===== config.mk =====
export PLATFORM = sky130hd
export DESIGN_NAME = nvm_write_host
export DESIGN_NICKNAME = d
export VERILOG_FILES = /design/src/rtl/nvm_host_pkg.sv /design/src/rtl/nvm_cmd_regs.sv /design/src/rtl/nvm_write_host.sv
export SDC_FILE = /design/constraint.sdc
export NUM_CORES = 1
export LEC_CHECK = 0
export ABC_AREA = 0
export BUFFER_PORTS_ARGS = -buffer_cell sky130_fd_sc_hd__buf_2
export CAP_MARGIN = 15
export CORE_MARGIN = 2
export CORE_UTILIZATION = 30
export DETAILED_ROUTE_END_ITERATION = 10
export PLACE_DENSITY = 0.51
export SYNTH_ARGS = -nofsm -noshare
export SYNTH_HDL_FRONTEND = slang
export SYNTH_HIERARCHICAL = 1
export SYNTH_SLANG_ARGS = --single-unit

===== constraint.sdc =====
create_clock -name core_clk -period 2.3 [get_ports core_clk]
set_input_delay 0.345 -clock core_clk [delete_from_list [all_inputs] [get_ports core_clk]]
set_output_delay 0.345 -clock core_clk [all_outputs]
set_load 0.05 [all_outputs]

===== src/rtl/nvm_host_pkg.sv =====
package nvm_host_pkg;

	// ****************************************
	// Device register indices, reached by vendor set/get test requests
	// ****************************************
	localparam logic [7:0] DEV_CONFIG_IDX = 8'h4C;
	localparam logic [7:0] DEV_ADDR_IDX   = 8'h4D;
	localparam logic [7:0] DEV_VALUE_IDX  = 8'h4E;
	localparam logic [7:0] DEV_CTRL_IDX   = 8'h4F;
	localparam logic [7:0] DEV_STATUS_IDX = 8'h50;

	// Bit positions inside device registers
	localparam int CFG_ENABLE_BIT = 0;
	localparam int CTRL_LAUNCH_BIT = 0;
	localparam int STATUS_OK_BIT = 0;
	localparam logic [7:0] CFG_ENABLE_MASK = 8'h01;
	localparam logic [7:0] CTRL_LAUNCH_MASK = 8'h01;

	// Programmable location window and retry budget
	localparam logic [7:0] NVM_LOW_ADDR  = 8'h80;
	localparam logic [7:0] NVM_HIGH_ADDR = 8'hFE;
	localparam logic [3:0] MAX_RETRIES   = 4'hA;

	// ****************************************
	// Own APB register map
	// ****************************************
	localparam logic [11:0] REG_CTRL   = 12'h000;
	localparam logic [11:0] REG_ADDR   = 12'h004;
	localparam logic [11:0] REG_DATA   = 12'h008;
	localparam logic [11:0] REG_STATUS = 12'h00C;
	localparam int CTRL_START_BIT = 0;
	localparam int CTRL_SKIP_BIT  = 1;
	localparam logic [7:0] ADDR_RESET = 8'h00;
	localparam logic [7:0] DATA_RESET = 8'h00;
	localparam logic       SKIP_RESET = 1'b0;

	// ****************************************
	// Carriers
	// ****************************************
	typedef struct packed {
		logic        valid;
		logic        write;
		logic [7:0]  index;
		logic [7:0]  value;
	} vreq_type;

	typedef struct packed {
		logic        done;
		logic [7:0]  data;
	} vrsp_type;

	typedef struct packed {
		logic        psel;
		logic        penable;
		logic        pwrite;
		logic [11:0] paddr;
		logic [31:0] pwdata;
	} apb_req_type;

	typedef struct packed {
		logic [31:0] prdata;
		logic        pready;
		logic        pslverr;
	} apb_rsp_type;

	typedef struct packed {
		logic        start;
		logic        skip_zero;
		logic [7:0]  addr;
		logic [7:0]  data;
	} cmd_type;

	// Packed so that zero extension gives the status word
	typedef struct packed {
		logic [3:0]  retries;
		logic        skipped;
		logic        range_err;
		logic        defective;
		logic        ok;
		logic        done;
		logic        busy;
	} stat_type;

endpackage


===== src/rtl/nvm_cmd_regs.sv =====
`timescale 1ns/10ps

module nvm_cmd_regs (
	// Clock and reset
	input  wire logic                      core_clk,
	input  wire logic                      rstn,
	// APB slave
	input  wire nvm_host_pkg::apb_req_type apb_req,
	output nvm_host_pkg::apb_rsp_type      apb_rsp,
	// Engine side
	input  wire nvm_host_pkg::stat_type    stat,
	output nvm_host_pkg::cmd_type          cmd
);

	typedef struct packed {
		nvm_host_pkg::cmd_type cmd;
		logic [31:0]           rdata;
	} regs_type;

	regs_type regs_ff;
	regs_type nxt_regs;
	logic     setup;
	logic     access;
	logic     mapped;

	assign setup  = apb_req.psel && !apb_req.penable;
	assign access = apb_req.psel && apb_req.penable;
	assign mapped = (apb_req.paddr == nvm_host_pkg::REG_CTRL) || (apb_req.paddr == nvm_host_pkg::REG_ADDR) ||
		(apb_req.paddr == nvm_host_pkg::REG_DATA) || (apb_req.paddr == nvm_host_pkg::REG_STATUS);

	always_comb begin
		nxt_regs = regs_ff;
		nxt_regs.cmd.start = 1'b0;
		// Read data is caught in the setup cycle so that it leaves a flop with no wait state
		if (setup) begin
			unique case (apb_req.paddr)
				nvm_host_pkg::REG_CTRL:   nxt_regs.rdata = {30'h0, regs_ff.cmd.skip_zero, 1'b0};
				nvm_host_pkg::REG_ADDR:   nxt_regs.rdata = {24'h0, regs_ff.cmd.addr};
				nvm_host_pkg::REG_DATA:   nxt_regs.rdata = {24'h0, regs_ff.cmd.data};
				nvm_host_pkg::REG_STATUS: nxt_regs.rdata = {22'h0, stat};
				default:                  nxt_regs.rdata = 32'h0;
			endcase
		end
		// Operands are frozen while a write is running
		if (access && apb_req.pwrite && !stat.busy) begin
			unique case (apb_req.paddr)
				nvm_host_pkg::REG_CTRL: begin
					nxt_regs.cmd.start = apb_req.pwdata[nvm_host_pkg::CTRL_START_BIT];
					nxt_regs.cmd.skip_zero = apb_req.pwdata[nvm_host_pkg::CTRL_SKIP_BIT];
				end
				nvm_host_pkg::REG_ADDR: nxt_regs.cmd.addr = apb_req.pwdata[7:0];
				nvm_host_pkg::REG_DATA: nxt_regs.cmd.data = apb_req.pwdata[7:0];
				default: ;
			endcase
		end
	end

	always_ff @(posedge core_clk or negedge rstn) begin
		if (!rstn) begin
			regs_ff <= '{cmd: '{start: 1'b0, skip_zero: nvm_host_pkg::SKIP_RESET,
				addr: nvm_host_pkg::ADDR_RESET, data: nvm_host_pkg::DATA_RESET}, rdata: 32'h0};
		end else begin
			regs_ff <= nxt_regs;
		end
	end

	assign cmd = regs_ff.cmd;
	assign apb_rsp = '{prdata: regs_ff.rdata, pready: 1'b1, pslverr: access && !mapped};

endmodule


===== src/rtl/nvm_write_host.sv =====
`timescale 1ns/10ps

// Overview of operation
// - Optionally skip writing all-zero values
// - Only target addresses 0x80 through 0xFE
// - Reach device only through vendor test requests
// - Set memory enable before any write
// - Load target address into address register
// - Then load value into data register
// - Set launch bit to start programming
// - Poll launch bit until it clears
// - Then read write-success status bit
// - On success finish, next byte needs no enable
// - On failure relaunch, give up after ten
module nvm_write_host (
	// Clock and reset
	input  wire logic                      core_clk,
	input  wire logic                      rstn,
	// Software register bus
	input  wire nvm_host_pkg::apb_req_type apb_req,
	output nvm_host_pkg::apb_rsp_type      apb_rsp,
	// Vendor set/get test request port toward the device
	output nvm_host_pkg::vreq_type         vreq,
	input  wire nvm_host_pkg::vrsp_type    vrsp
);

	// ****************************************
	// State
	// ****************************************
	typedef enum logic [6:0] {
		ST_IDLE   = 7'h01,
		ST_ENABLE = 7'h02,
		ST_ADDR   = 7'h04,
		ST_DATA   = 7'h08,
		ST_LAUNCH = 7'h10,
		ST_POLL   = 7'h20,
		ST_STATUS = 7'h40
	} phase_type;

	typedef struct packed {
		phase_type               phase;
		nvm_host_pkg::vreq_type  req;
		logic                    enabled;
		logic [7:0]              addr;
		logic [7:0]              data;
		nvm_host_pkg::stat_type  stat;
	} host_type;

	localparam host_type HOST_RESET = '{
		phase:   ST_IDLE,
		req:     '0,
		enabled: 1'b0,
		addr:    8'h00,
		data:    8'h00,
		stat:    '0
	};

	host_type              host_ff;
	host_type              nxt_host;
	nvm_host_pkg::cmd_type cmd;
	logic                  taken;
	logic                  in_range;
	logic                  launch_busy;
	logic                  write_ok;

	// ****************************************
	// Software registers
	// ****************************************
	nvm_cmd_regs u_regs (
		.core_clk (core_clk),
		.rstn     (rstn),
		.apb_req  (apb_req),
		.apb_rsp  (apb_rsp),
		.stat     (host_ff.stat),
		.cmd      (cmd)
	);

	// ****************************************
	// Request builder
	// ****************************************
	function automatic nvm_host_pkg::vreq_type dev_req(
		input logic       wr,
		input logic [7:0] idx,
		input logic [7:0] val
	);
		nvm_host_pkg::vreq_type r;
		r.valid = 1'b1;
		r.write = wr;
		r.index = idx;
		r.value = val;
		return r;
	endfunction

	// A request is consumed on the edge where the device answers
	assign taken = host_ff.req.valid && vrsp.done;
	assign in_range = (cmd.addr >= nvm_host_pkg::NVM_LOW_ADDR) && (cmd.addr <= nvm_host_pkg::NVM_HIGH_ADDR);
	assign launch_busy = vrsp.data[nvm_host_pkg::CTRL_LAUNCH_BIT];
	assign write_ok = vrsp.data[nvm_host_pkg::STATUS_OK_BIT];

	// ****************************************
	// Byte write sequencer
	// ****************************************
	always_comb begin
		nxt_host = host_ff;
		unique case (host_ff.phase)
			ST_IDLE: begin
				// A part declared defective takes no further commands until reset
				if (cmd.start && !host_ff.stat.defective) begin
					nxt_host.addr = cmd.addr;
					nxt_host.data = cmd.data;
					nxt_host.stat.retries = 4'h0;
					nxt_host.stat.skipped = 1'b0;
					nxt_host.stat.range_err = 1'b0;
					nxt_host.stat.ok = 1'b0;
					nxt_host.stat.done = 1'b0;
					if (!in_range) begin
						nxt_host.stat.range_err = 1'b1;
						nxt_host.stat.done = 1'b1;
					end else if (cmd.skip_zero && (cmd.data == 8'h00)) begin
						nxt_host.stat.skipped = 1'b1;
						nxt_host.stat.ok = 1'b1;
						nxt_host.stat.done = 1'b1;
					end else if (!host_ff.enabled) begin
						nxt_host.stat.busy = 1'b1;
						nxt_host.phase = ST_ENABLE;
						nxt_host.req = dev_req(1'b1, nvm_host_pkg::DEV_CONFIG_IDX,
							nvm_host_pkg::CFG_ENABLE_MASK);
					end else begin
						nxt_host.stat.busy = 1'b1;
						nxt_host.phase = ST_ADDR;
						nxt_host.req = dev_req(1'b1, nvm_host_pkg::DEV_ADDR_IDX, cmd.addr);
					end
				end
			end
			ST_ENABLE: begin
				if (taken) begin
					nxt_host.enabled = 1'b1;
					nxt_host.phase = ST_ADDR;
					nxt_host.req = dev_req(1'b1, nvm_host_pkg::DEV_ADDR_IDX, host_ff.addr);
				end
			end
			ST_ADDR: begin
				if (taken) begin
					nxt_host.phase = ST_DATA;
					nxt_host.req = dev_req(1'b1, nvm_host_pkg::DEV_VALUE_IDX, host_ff.data);
				end
			end
			ST_DATA: begin
				if (taken) begin
					nxt_host.phase = ST_LAUNCH;
					nxt_host.req = dev_req(1'b1, nvm_host_pkg::DEV_CTRL_IDX,
						nvm_host_pkg::CTRL_LAUNCH_MASK);
				end
			end
			ST_LAUNCH: begin
				if (taken) begin
					nxt_host.phase = ST_POLL;
					nxt_host.req = dev_req(1'b0, nvm_host_pkg::DEV_CTRL_IDX, 8'h00);
				end
			end
			ST_POLL: begin
				// Only reads go out while the launch bit is set, so operands stay put
				if (taken && !launch_busy) begin
					nxt_host.phase = ST_STATUS;
					nxt_host.req = dev_req(1'b0, nvm_host_pkg::DEV_STATUS_IDX, 8'h00);
				end
			end
			ST_STATUS: begin
				if (taken) begin
					if (write_ok) begin
						nxt_host.phase = ST_IDLE;
						nxt_host.req = '0;
						nxt_host.stat.ok = 1'b1;
						nxt_host.stat.done = 1'b1;
						nxt_host.stat.busy = 1'b0;
					end else if (host_ff.stat.retries == nvm_host_pkg::MAX_RETRIES) begin
						nxt_host.phase = ST_IDLE;
						nxt_host.req = '0;
						nxt_host.stat.defective = 1'b1;
						nxt_host.stat.done = 1'b1;
						nxt_host.stat.busy = 1'b0;
					end else begin
						nxt_host.phase = ST_LAUNCH;
						nxt_host.stat.retries = host_ff.stat.retries + 4'h1;
						nxt_host.req = dev_req(1'b1, nvm_host_pkg::DEV_CTRL_IDX,
							nvm_host_pkg::CTRL_LAUNCH_MASK);
					end
				end
			end
			default: begin
				nxt_host = HOST_RESET;
			end
		endcase
	end

	always_ff @(posedge core_clk or negedge rstn) begin
		if (!rstn) begin
			host_ff <= HOST_RESET;
		end else begin
			host_ff <= nxt_host;
		end
	end

	// Every device access leaves through the vendor request port
	assign vreq = host_ff.req;
endmodule


==> results of run 1 <==
==> cell usage in the layout, fill, tap and decap left out, types with 8 or more instances in the layout <==
master and count:
a22oi_1 16, and3_1 8, buf_2 52, buf_4 34
clkbuf_16 9, conb_1 25, dfrtp_1 74, inv_1 13
mux2_2 19, mux2_4 8, mux2i_1 10, nand2_1 35
nand3_1 11, nor2_1 11, nor2b_1 8, o21ai_0 45
o21ai_1 8
==> synth_stat cells, drive strengths merged, types with 4 or more instances <==
library cell,count
nor2,12
nand2,35
buf,53
o21ai,53
clkbuf,13
a31oi,4
and3,8
nand3b,4
nand3,11
a21oi,4
a22oi,16
dfrtp,74
a222oi,4
nor2b,8
and2,4
nor4,7
mux2i,10
nor3,5
nand4,4
inv,13
mux2,28
==> how the worst min path moves through the flow <==
stage,to,slack [ns],depth (start not counted)
floorplan,host_ff[0]$_DFFE_PN0P_,0.05,0
global placement,u_regs/cmd[7]$_DFFE_PN0P_,0.35,1
detailed placement,u_regs/cmd[4]$_DFFE_PN0P_,0.37,1
CTS,host_ff[4]$_DFFE_PN0P_,0.002,1
global route,u_regs/cmd[4]$_DFFE_PN0P_,0.03,1
finish,u_regs/cmd[4]$_DFFE_PN0P_,-0.01,1
==> per-stage QoR <==
| stage | instances | area, µm² | hold WS, ns |
|---|---|---|---|
| floorplan | 441 | 4310 | 0.0494 |
| global placement | 645 | 4700 | 0.352 |
| detailed placement | 645 | 4700 | 0.366 |
| CTS | 661 | 5010 | 0.00169 |
| global route | 661 | 5010 | 0.0256 |
| finish | 661 | 5010 | -0.0133 |
==> power breakdown <==
part           internal, W  switching [W]
Clock             0.000880       0.000589
Sequential         0.00132    0.000000531
Combinational    0.0000303       0.000151
Total              0.00223       0.000740
==> flip-flops by register name, summed over array words and instances (netlist names) <==
| register | count |
|---|---|
| host_ff | 33 |
| u_regs/cmd | 18 |
| vreq | 14 |
| u_regs/apb_rsp | 10 |
==> cells by family after synthesis <==
family | count (synthesis) | synth area share (%)
and+or+nand+nor | 113 | 15.4
AOI/OAI and AO/OA | 105 | 16.2
buffers and inverters | 79 | 11.4
DFF | 75 | 44.4
muxes | 39 | 11.1
other | 3 | 0.266
xor gates and xnor gates | 3 | 0.622
adders and majority gates | 2 | 0.592
==> layout make-up <==
type	count	area, µm²	share of cell area, %
flip-flops and latches	75	1880	37.5
clock buffers	10	239	4.77
multi-input cells	287	1950	38.9
well taps	180	225	4.50
repair buffers	90	596	11.9
inverters	13	48.8	0.974
clock inverters	6	71.3	1.42
==> metal layers <==
| layer | track usage (%) | share of wire, % |
|---|---|---|
| met5 | 0 | 0 |
| met4 | 5.46 | 0.91 |
| met3 | 2.70 | 4.8 |
| met2 | 21.6 | 45 |
| met1 | 22.4 | 50 |
==> impl_metrics.py, run 1 <==
metrics = {
    "status": {
        "outcome": "finished, violations left",
        "violations": "negative hold slack",
    },
    "critical_path": {
        "slowest_delay_ns": 0.59,
        "path_class": "flop to flop",
        "cp-start-kind": "flop",
        "crit_chain": "buf_4, xnor2_1, o2bb2ai_1, a211oi_1, nor3b_1, mux2i_1",
        "reg2reg_depth": 6,
        "crit_end": "host_ff[9]$_DFFE_PN0P_",
        "cp-startpoint": "host_ff[47]$_DFFE_PN0P_",
        "cp.required_ns": 2.56,
        "critical_path.top_delay_family": "compound AO/OA/AOI/OAI gates",
        "worstPathArrival_ns": 2.37,
        "r2r-start": "host_ff[47]$_DFFE_PN0P_",
        "reg2reg_slack_ns": 0.19,
        "worst-path-buf-inv": 1,
        "path_max_fanout": 5,
        "cp.depth": 6,
        "rr_endpoint": "host_ff[9]$_DFFE_PN0P_",
        "slowest_stage": "a211oi_1",
        "critPathCaptureType": "flop",
    },
    "power_and_ir_drop": {
        "irDropWorstVdd_uv": 310,
        "power.total_w": 0.00297,
        "power_density_nw_per_um2": 593,
        "p_leak_nw": 2.37,
    },
    "timing": {
        "period_share_pct": 91.8,
        "slew_viol_final": 0,
        "relSlewSlack_pct": 56.1,
        "setup_violations": 0,
        "max_freq_ghz": 0.474,
        "timing.hold.ws_ns": -0.0133,
        "final_hold_viol_count": 15,
        "rsz0062_at_grt": "no",
        "setup_ws_ns": 0.189,
        "tightest_slew_ns": 0.654,
        "fin_crit_ns": 2.11,
        "fin_skew_ns": 0.00746,
        "tns_ns": 0,
    },
    "clock_network": {
        "path_clk_slew_ns": 0.06,
        "root_buffer": "clkbuf_16",
        "cts_tree": "yes",
        "clock-sinks": 75,
        "cts_resized": 0,
        "clk_latency_ns": 0.34,
        "ctsHoldBuffers": 0,
        "cts_buffers": 9,
        "cts_htree_levels": 3,
        "clockBufferDepth": 2,
        "post_cts_buffers": 0,
    },
    "yosys": {
        "syn_inst": 419,
        "synth_warnings": 6,
        "synth_edf_count": 0,
        "ys.flop_type": "dfrtp_1",
        "ys_ff_latch": 75,
        "yosys.area.top_type_share_pct": 43.8,
        "avgSynthCellArea_um2": 10.1,
        "async_flop_share_pct": 100,
        "synth_area_um2": 4230,
        "yosysTopAreaCell": "dfrtp_1",
        "synth_area_leaders": "dfrtp_1, buf_4, o21ai_0",
        "yosysSeqAreaShare_pct": 44.4,
        "ys_types": 60,
    },
    "global_route": {
        "grt_max_degree": 39,
        "overflow": 0,
        "grt_pass1_vias": 3257,
        "grt.total_usage_pct": 15.1,
        "antenna_found_initial": 0,
        "grt_pass1_wl_um": 17500,
    },
    "floorplanning": {
        "dieArea_um2": 15100,
        "chipWidth_um": 123,
        "num_rows": 43,
        "die_h_um": 123,
        "io_pins": 110,
        "initial_core_util_pct": 30.6,
        "core_um2": 13800,
    },
    "min_path": {
        "min_path_type": "primary input to async pin",
    },
    "route": {
        "drt-total-wl_um": 10500,
        "routed_via_density": 4.97,
        "drtPass1Iterations": 5,
        "drtIter0Drc": 233,
        "via_count": 3285,
        "antenna_left": 0,
        "route.detailed.drc": 0,
        "wl_per_cell_um": 15.8,
    },
    "place": {
        "io_buffers": 53,
        "dpl.hpwl_um": 7700,
        "gp_congestion": 0.846,
        "dpl_worst_slack_ns": 0.185,
    },
    "final_layout": {
        "drive_gt1_share_pct": 29.5,
        "areaGrowthSynthToFinish_pct": 18.5,
        "fillCellCount": 1417,
        "finish.utilization_pct": 36.2,
        "fin_nets": 536,
        "diodes": 0,
    },
    "flow_run": {
        "max_cap_violations": 0,
    },
}
Power figures use the tool's default switching activity.
==> inputs of run 2 (changes only) <==
Settings changed: PLACE_DENSITY 0.51 to 0.53.
Clock period 2.3 ns to 1.9 ns, I/O delays scaled along.
==> run 2 against run 1 <==
The run ends with negative setup slack left. Critical path depth increased by 1. Sequential power increased by 21%. Power increased by 20%. Via count increased by 6.2%. Hold slack improved by 0.21 ns. Core utilization increased by 4.0 points. Fmax increased by 8.1%. Critical path type unchanged. Global-route usage increased by 0.72 points. Die area unchanged. Count of clock-buffer cells in the layout increased by 2. Critical endpoint is now vreq[0]$_DFFE_PN0P_. Worst setup slack got worse by 0.24 ns.
==> impl_metrics.py, run 2 (synthesis results as in run 1) <==
metrics = {
    "clock_network": {
        "root_buffer": "clkbuf_16",
        "path_clk_slew_ns": 0.06,
        "clock-sinks": 75,
        "cts_tree": "yes",
        "clockBufferDepth": 2,
        "cts_htree_levels": 3,
        "clk_latency_ns": 0.34,
        "cts_buffers": 9,
    },
    "critical_path": {
        "worstPathArrival_ns": 2.17,
        "critPathCaptureType": "flop",
        "cp-start-kind": "flop",
        "r2r-start": "host_ff[47]$_DFFE_PN0P_",
        "cp.required_ns": 2.12,
        "cp-startpoint": "host_ff[47]$_DFFE_PN0P_",
        "path_max_fanout": 12,
        "path_class": "flop to flop",
    },
    "flow_run": {
        "max_cap_violations": 0,
    },
    "route": {
        "route.detailed.drc": 0,
        "drtIter0Drc": 157,
        "routed_via_density": 4.93,
        "via_count": 3488,
        "wl_per_cell_um": 16.0,
        "antenna_left": 0,
        "drtPass1Iterations": 5,
        "drt-total-wl_um": 11300,
    },
    "power_and_ir_drop": {
        "power_density_nw_per_um2": 641,
        "p_leak_nw": 2.64,
        "sequentialPowerShare_pct": 44.8,
        "p_clk_share_pct": 48.8,
        "switching_share_pct": 23.6,
        "cellInternalPower_w": 0.00273,
        "irDropWorstVdd_uv": 366,
        "combPwrFrac_pct": 6.4,
        "switching_power_w": 0.000842,
    },
    "floorplanning": {
        "num_rows": 43,
        "core_um2": 13800,
        "chipWidth_um": 123,
        "initial_core_util_pct": 30.6,
        "dieArea_um2": 15100,
        "io_pins": 110,
        "die_h_um": 123,
    },
    "global_route": {
        "overflow": 0,
        "grt_pass1_wl_um": 18300,
        "grt_pass1_vias": 3478,
        "antenna_found_initial": 0,
        "grt.total_usage_pct": 15.8,
        "grt_max_degree": 37,
    },
    "final_layout": {
        "final_cell_mix": "buf_4, dfrtp_1, buf_2, o21ai_0, nand2_1",
        "multiInputGateArea_um2": 2130,
        "layout_commonest_cell": "buf_4",
        "drive_gt1_share_pct": 40.4,
        "top_register": "host_ff",
        "seqCellArea_um2": 1880,
        "fin_nets": 583,
        "largest_register_ff_count": 33,
        "fillCellCount": 1341,
        "diodes": 0,
        "finish.utilization_pct": 40.3,
        "fin_cells": 707,
        "areaGrowthSynthToFinish_pct": 31.7,
    },
    "timing": {
        "tns_ns": -0.279,
        "fin_crit_ns": 1.95,
        "max_freq_ghz": 0.512,
        "slew_viol_final": 0,
        "fin_skew_ns": 0.00610,
        "rsz0062_at_grt": "yes",
        "tightest_slew_ns": 0.514,
        "period_share_pct": 103,
        "setup_violations": 11,
        "setup_ws_ns": -0.0521,
        "relSlewSlack_pct": 65.7,
        "final_hold_viol_count": 0,
    },
    "place": {
        "io_buffers": 53,
        "dpl.hpwl_um": 8210,
        "dp_cells": 684,
        "gp_congestion": 0.859,
        "dpl_worst_slack_ns": -0.125,
    },
    "status": {
        "outcome": "finished, violations left",
        "violations": "negative setup slack",
    },
    "min_path": {
        "min_path_type": "primary input to flop",
        "holdCritStartpoint": "apb_req[6]",
    },
}
==> run 2: changes by cell type in the layout (fill, tap and decap cells not counted), moves of 3 or more <==
cell,delta
dfrtp_2,+4
o21ai_1,+7
buf_4,+38
mux2_2,-11
buf_6,+7
and3_4,+3
mux2_4,+11
dfrtp_1,-4
o21ai_0,-9
and3_1,-3
==> run 2: timing repair <==
item | in CTS | in global routing
endpoints found under the hold margin | 31 | 0
gates resized for setup | 13 | 35
setup endpoints to repair | 25 | 41
setup buffers | 2 | 3
gates cloned | 0 | 2
hold buffers | 1 | 0
pin swaps | 4 | 7
==> run 2: cell type report <==
| type | instances | area share (%) |
|---|---|---|
| tap | 180 | 4.04 |
| inverter | 13 | 0.876 |
| timing repair buffer | 137 | 17.6 |
| multi-input combinational | 287 | 38.2 |
| clock buffer | 12 | 4.61 |
| sequential | 75 | 33.8 |
| clock inverter | 3 | 0.831 |
==> run 2: through the flow <==
step	hold slack [ns]	cell area (µm²)	total power, W
floorplan	-0.0106	4390	0.00181
CTS	0.192	5420	0.00361
finish	0.201	5570	0.00357
global placement	0.285	5050	0.00185
global route	0.197	5570	0.00370
detailed placement	0.294	5050	0.00186
==> run 2: critical path, cell delays in order, from the launching register on <==
cell and delay, ns:
dfrtp_2 0.46, xor2_1 0.18, o21ai_1 0.13, o21ai_1 0.08, buf_4 0.15, a311oi_4 0.30, buf_12 0.19, mux2_2 0.33
==> run 2: power by group through the flow <==
stage | sequential [W] | combinational [W] | clock (W)
2_1_floorplan | 0.00163 | 0.000179 | 0
3_3_place_gp | 0.00163 | 0.000224 | 0
3_5_place_dp | 0.00163 | 0.000228 | 0
4_1_cts | 0.00160 | 0.000230 | 0.00179
5_1_grt | 0.00160 | 0.000249 | 0.00185
6_report | 0.00160 | 0.000228 | 0.00174
==> run 2: path summary, 6_finish.rpt <==
check	endpoint	slack (ns)	cells past startpoint
min reg2reg	u_regs/apb_rsp[8]$_DFFE_PN0P_	0.49	2
max in group asynchronous	u_regs/cmd[16]$_DFFE_PN0P_	0.87	3
max reg2reg	vreq[0]$_DFFE_PN0P_	-0.05	7
min	u_regs/cmd[14]$_DFFE_PN0P_	0.20	2
min in group asynchronous	vreq[12]$_DFFE_PN0P_	0.46	2
max	vreq[0]$_DFFE_PN0P_	-0.05	7
==> run 2: per-layer routing <==
layer | track usage, % | wire (µm)
met3 | 1.95 | 452
met1 | 22.9 | 5450
met4 | 6.61 | 227
met5 | 0 | 0
met2 | 23.7 | 5220
==> inputs of run 3 (changes only) <==
Settings changed: BUFFER_PORTS_ARGS -buffer_cell sky130_fd_sc_hd__buf_2 to unset, DONT_BUFFER_PORTS set to 1, PLACE_DENSITY 0.53 to 0.45.
Clock period 1.9 ns to 2.1 ns, I/O delays scaled along.
==> run 3 against run 2 <==
The run now ends clean. Fmax down 2.8%. Sequential share of layout area rose by 5.2 points. Highest routed layer unchanged. Sequential power is 9% lower. Largest power group unchanged. Worst setup slack improved by 0.14 ns.
==> impl_metrics.py, run 3 (synthesis results as in run 1) <==
metrics = {
    "critical_path": {
        "critPathCaptureType": "flop",
        "cp.required_ns": 2.31,
        "reg2reg_depth": 6,
        "crit_chain": "nor2b_2, and3_1, o31a_1, a311oi_4, buf_12, mux2_2",
        "cp-start-kind": "flop",
        "cp-startpoint": "host_ff[46]$_DFFE_PN0P_",
        "path_max_fanout": 17,
        "slowest_delay_ns": 0.56,
        "path_class": "flop to flop",
        "reg2reg_slack_ns": 0.09,
        "worstPathArrival_ns": 2.22,
        "slowest_stage": "dfrtp_1",
        "r2r-start": "host_ff[46]$_DFFE_PN0P_",
    },
    "timing": {
        "timing.hold.ws_ns": 0.116,
        "rsz0062_at_grt": "yes",
        "max_freq_ghz": 0.498,
        "period_share_pct": 95.6,
        "slew_viol_final": 0,
        "setup_ws_ns": 0.0920,
        "relSlewSlack_pct": 40.3,
        "setup_violations": 0,
        "tightest_slew_ns": 0.896,
        "tns_ns": 0,
        "fin_skew_ns": 0.00834,
        "fin_crit_ns": 2.01,
        "final_hold_viol_count": 0,
    },
    "floorplanning": {
        "chipWidth_um": 123,
        "core_um2": 13800,
        "io_pins": 110,
        "dieArea_um2": 15100,
        "die_h_um": 123,
        "num_rows": 43,
        "initial_core_util_pct": 30.6,
    },
    "final_layout": {
        "multiInputGateArea_um2": 1970,
        "top_register": "host_ff",
        "largest_register_ff_count": 33,
        "finish.utilization_pct": 34.8,
        "areaGrowthSynthToFinish_pct": 13.8,
        "layout_commonest_cell": "dfrtp_1",
        "seqCellArea_um2": 1880,
        "final_cell_mix": "dfrtp_1, buf_4, o21ai_0, nand2_1, conb_1",
        "fin_cells": 619,
        "diodes": 0,
        "fillCellCount": 1395,
        "fin_nets": 494,
        "drive_gt1_share_pct": 23.7,
    },
    "clock_network": {
        "cts_tree": "yes",
        "root_buffer": "clkbuf_16",
        "clock-sinks": 75,
        "path_clk_slew_ns": 0.06,
        "clk_latency_ns": 0.33,
        "cts_htree_levels": 3,
        "clockBufferDepth": 2,
        "cts_buffers": 9,
    },
    "global_route": {
        "grt.total_usage_pct": 14.8,
        "overflow": 0,
        "grt_pass1_vias": 3077,
        "grt_max_degree": 76,
        "antenna_found_initial": 0,
        "grt_pass1_wl_um": 16900,
    },
    "route": {
        "wl_per_cell_um": 16.9,
        "route.detailed.drc": 0,
        "drt-total-wl_um": 10500,
        "routed_via_density": 5.02,
        "via_count": 3107,
        "antenna_left": 0,
        "drtIter0Drc": 191,
        "drtPass1Iterations": 5,
    },
    "power_and_ir_drop": {
        "power_density_nw_per_um2": 637,
        "p_leak_nw": 2.17,
        "irDropWorstVdd_uv": 437,
    },
    "flow_run": {
        "max_cap_violations": 0,
    },
    "status": {
        "outcome": "completed",
    },
    "min_path": {
        "min_path_type": "primary input to flop",
        "hold_path_depth": 1,
        "holdCritStartpoint": "apb_req[1]",
    },
    "place": {
        "dp_cells": 600,
        "gp_congestion": 0.851,
        "dpl_worst_slack_ns": -0.00128,
        "io_buffers": 0,
        "dpl.hpwl_um": 7600,
    },
}
[run 3: worst max-delay path, delay by kind of cell, from the launching register on]
kind                   cells  cell delay [ns]
AND/OR/NAND/NOR            2             0.31
flip-flops                 1             0.56
buffers and inverters      1             0.21
AO/OA/AOI/OAI              2             0.46
multiplexers               1             0.34
[run 3: worst paths after layout]
path | endpoint
max | vreq[5]$_DFFE_PN0P_
min | u_regs/cmd[16]$_DFFE_PN0P_
max reg2reg | vreq[5]$_DFFE_PN0P_
min reg2reg | host_ff[25]$_DFFE_PN0P_
max in group asynchronous | host_ff[45]$_DFFE_PN1P_
min in group asynchronous | vreq[11]$_DFFE_PN0P_
[run 3: power by group]
part / switching (W) / internal, W
logic: 0.000147 / 0.0000181
registers: 0.000000531 / 0.00145
clock network: 0.000623 / 0.000832
total: 0.000770 / 0.00230
[run 3: per-stage QoR]
stage	instance area, µm²	total power, W
floorplan	4310	0.00163
global placement	4470	0.00160
detailed placement	4470	0.00160
CTS	4780	0.00312
global route	4810	0.00319
finish	4810	0.00307
[run 3: final cells by class]
class	count	area share, %
repair buffers	48	8.48
flip-flops and latches	75	39.0
clock inverters	6	0.832
clock buffers	10	4.97
well taps	180	4.68
inverters	13	1.01
multi-input cells	287	41.0
[run 3: per-layer routing]
| metal | track usage, % | share of wire (%) | routed length, µm | up-vias |
|---|---|---|---|---|
| met1 | 20.5 | 46 | 4780 | 1517 |
| met3 | 5.72 | 7.8 | 817 | 6 |
| met5 | 0 | 0 | 0 | - |
| met2 | 21.6 | 45 | 4750 | 113 |
| met4 | 4.02 | 1.1 | 120 | 0 |
| li1 | - | - | - | 1471 |
[run 3: repair_timing]
item | in CTS | in global routing
gates resized for setup | 1 | 7
cloned | 0 | 0
endpoints found under the hold margin | 75 | 0
endpoints found under the setup margin | 9 | 29
hold buffers | 2 | 0
buffers inserted | 0 | 1
pin swaps | 0 | 1
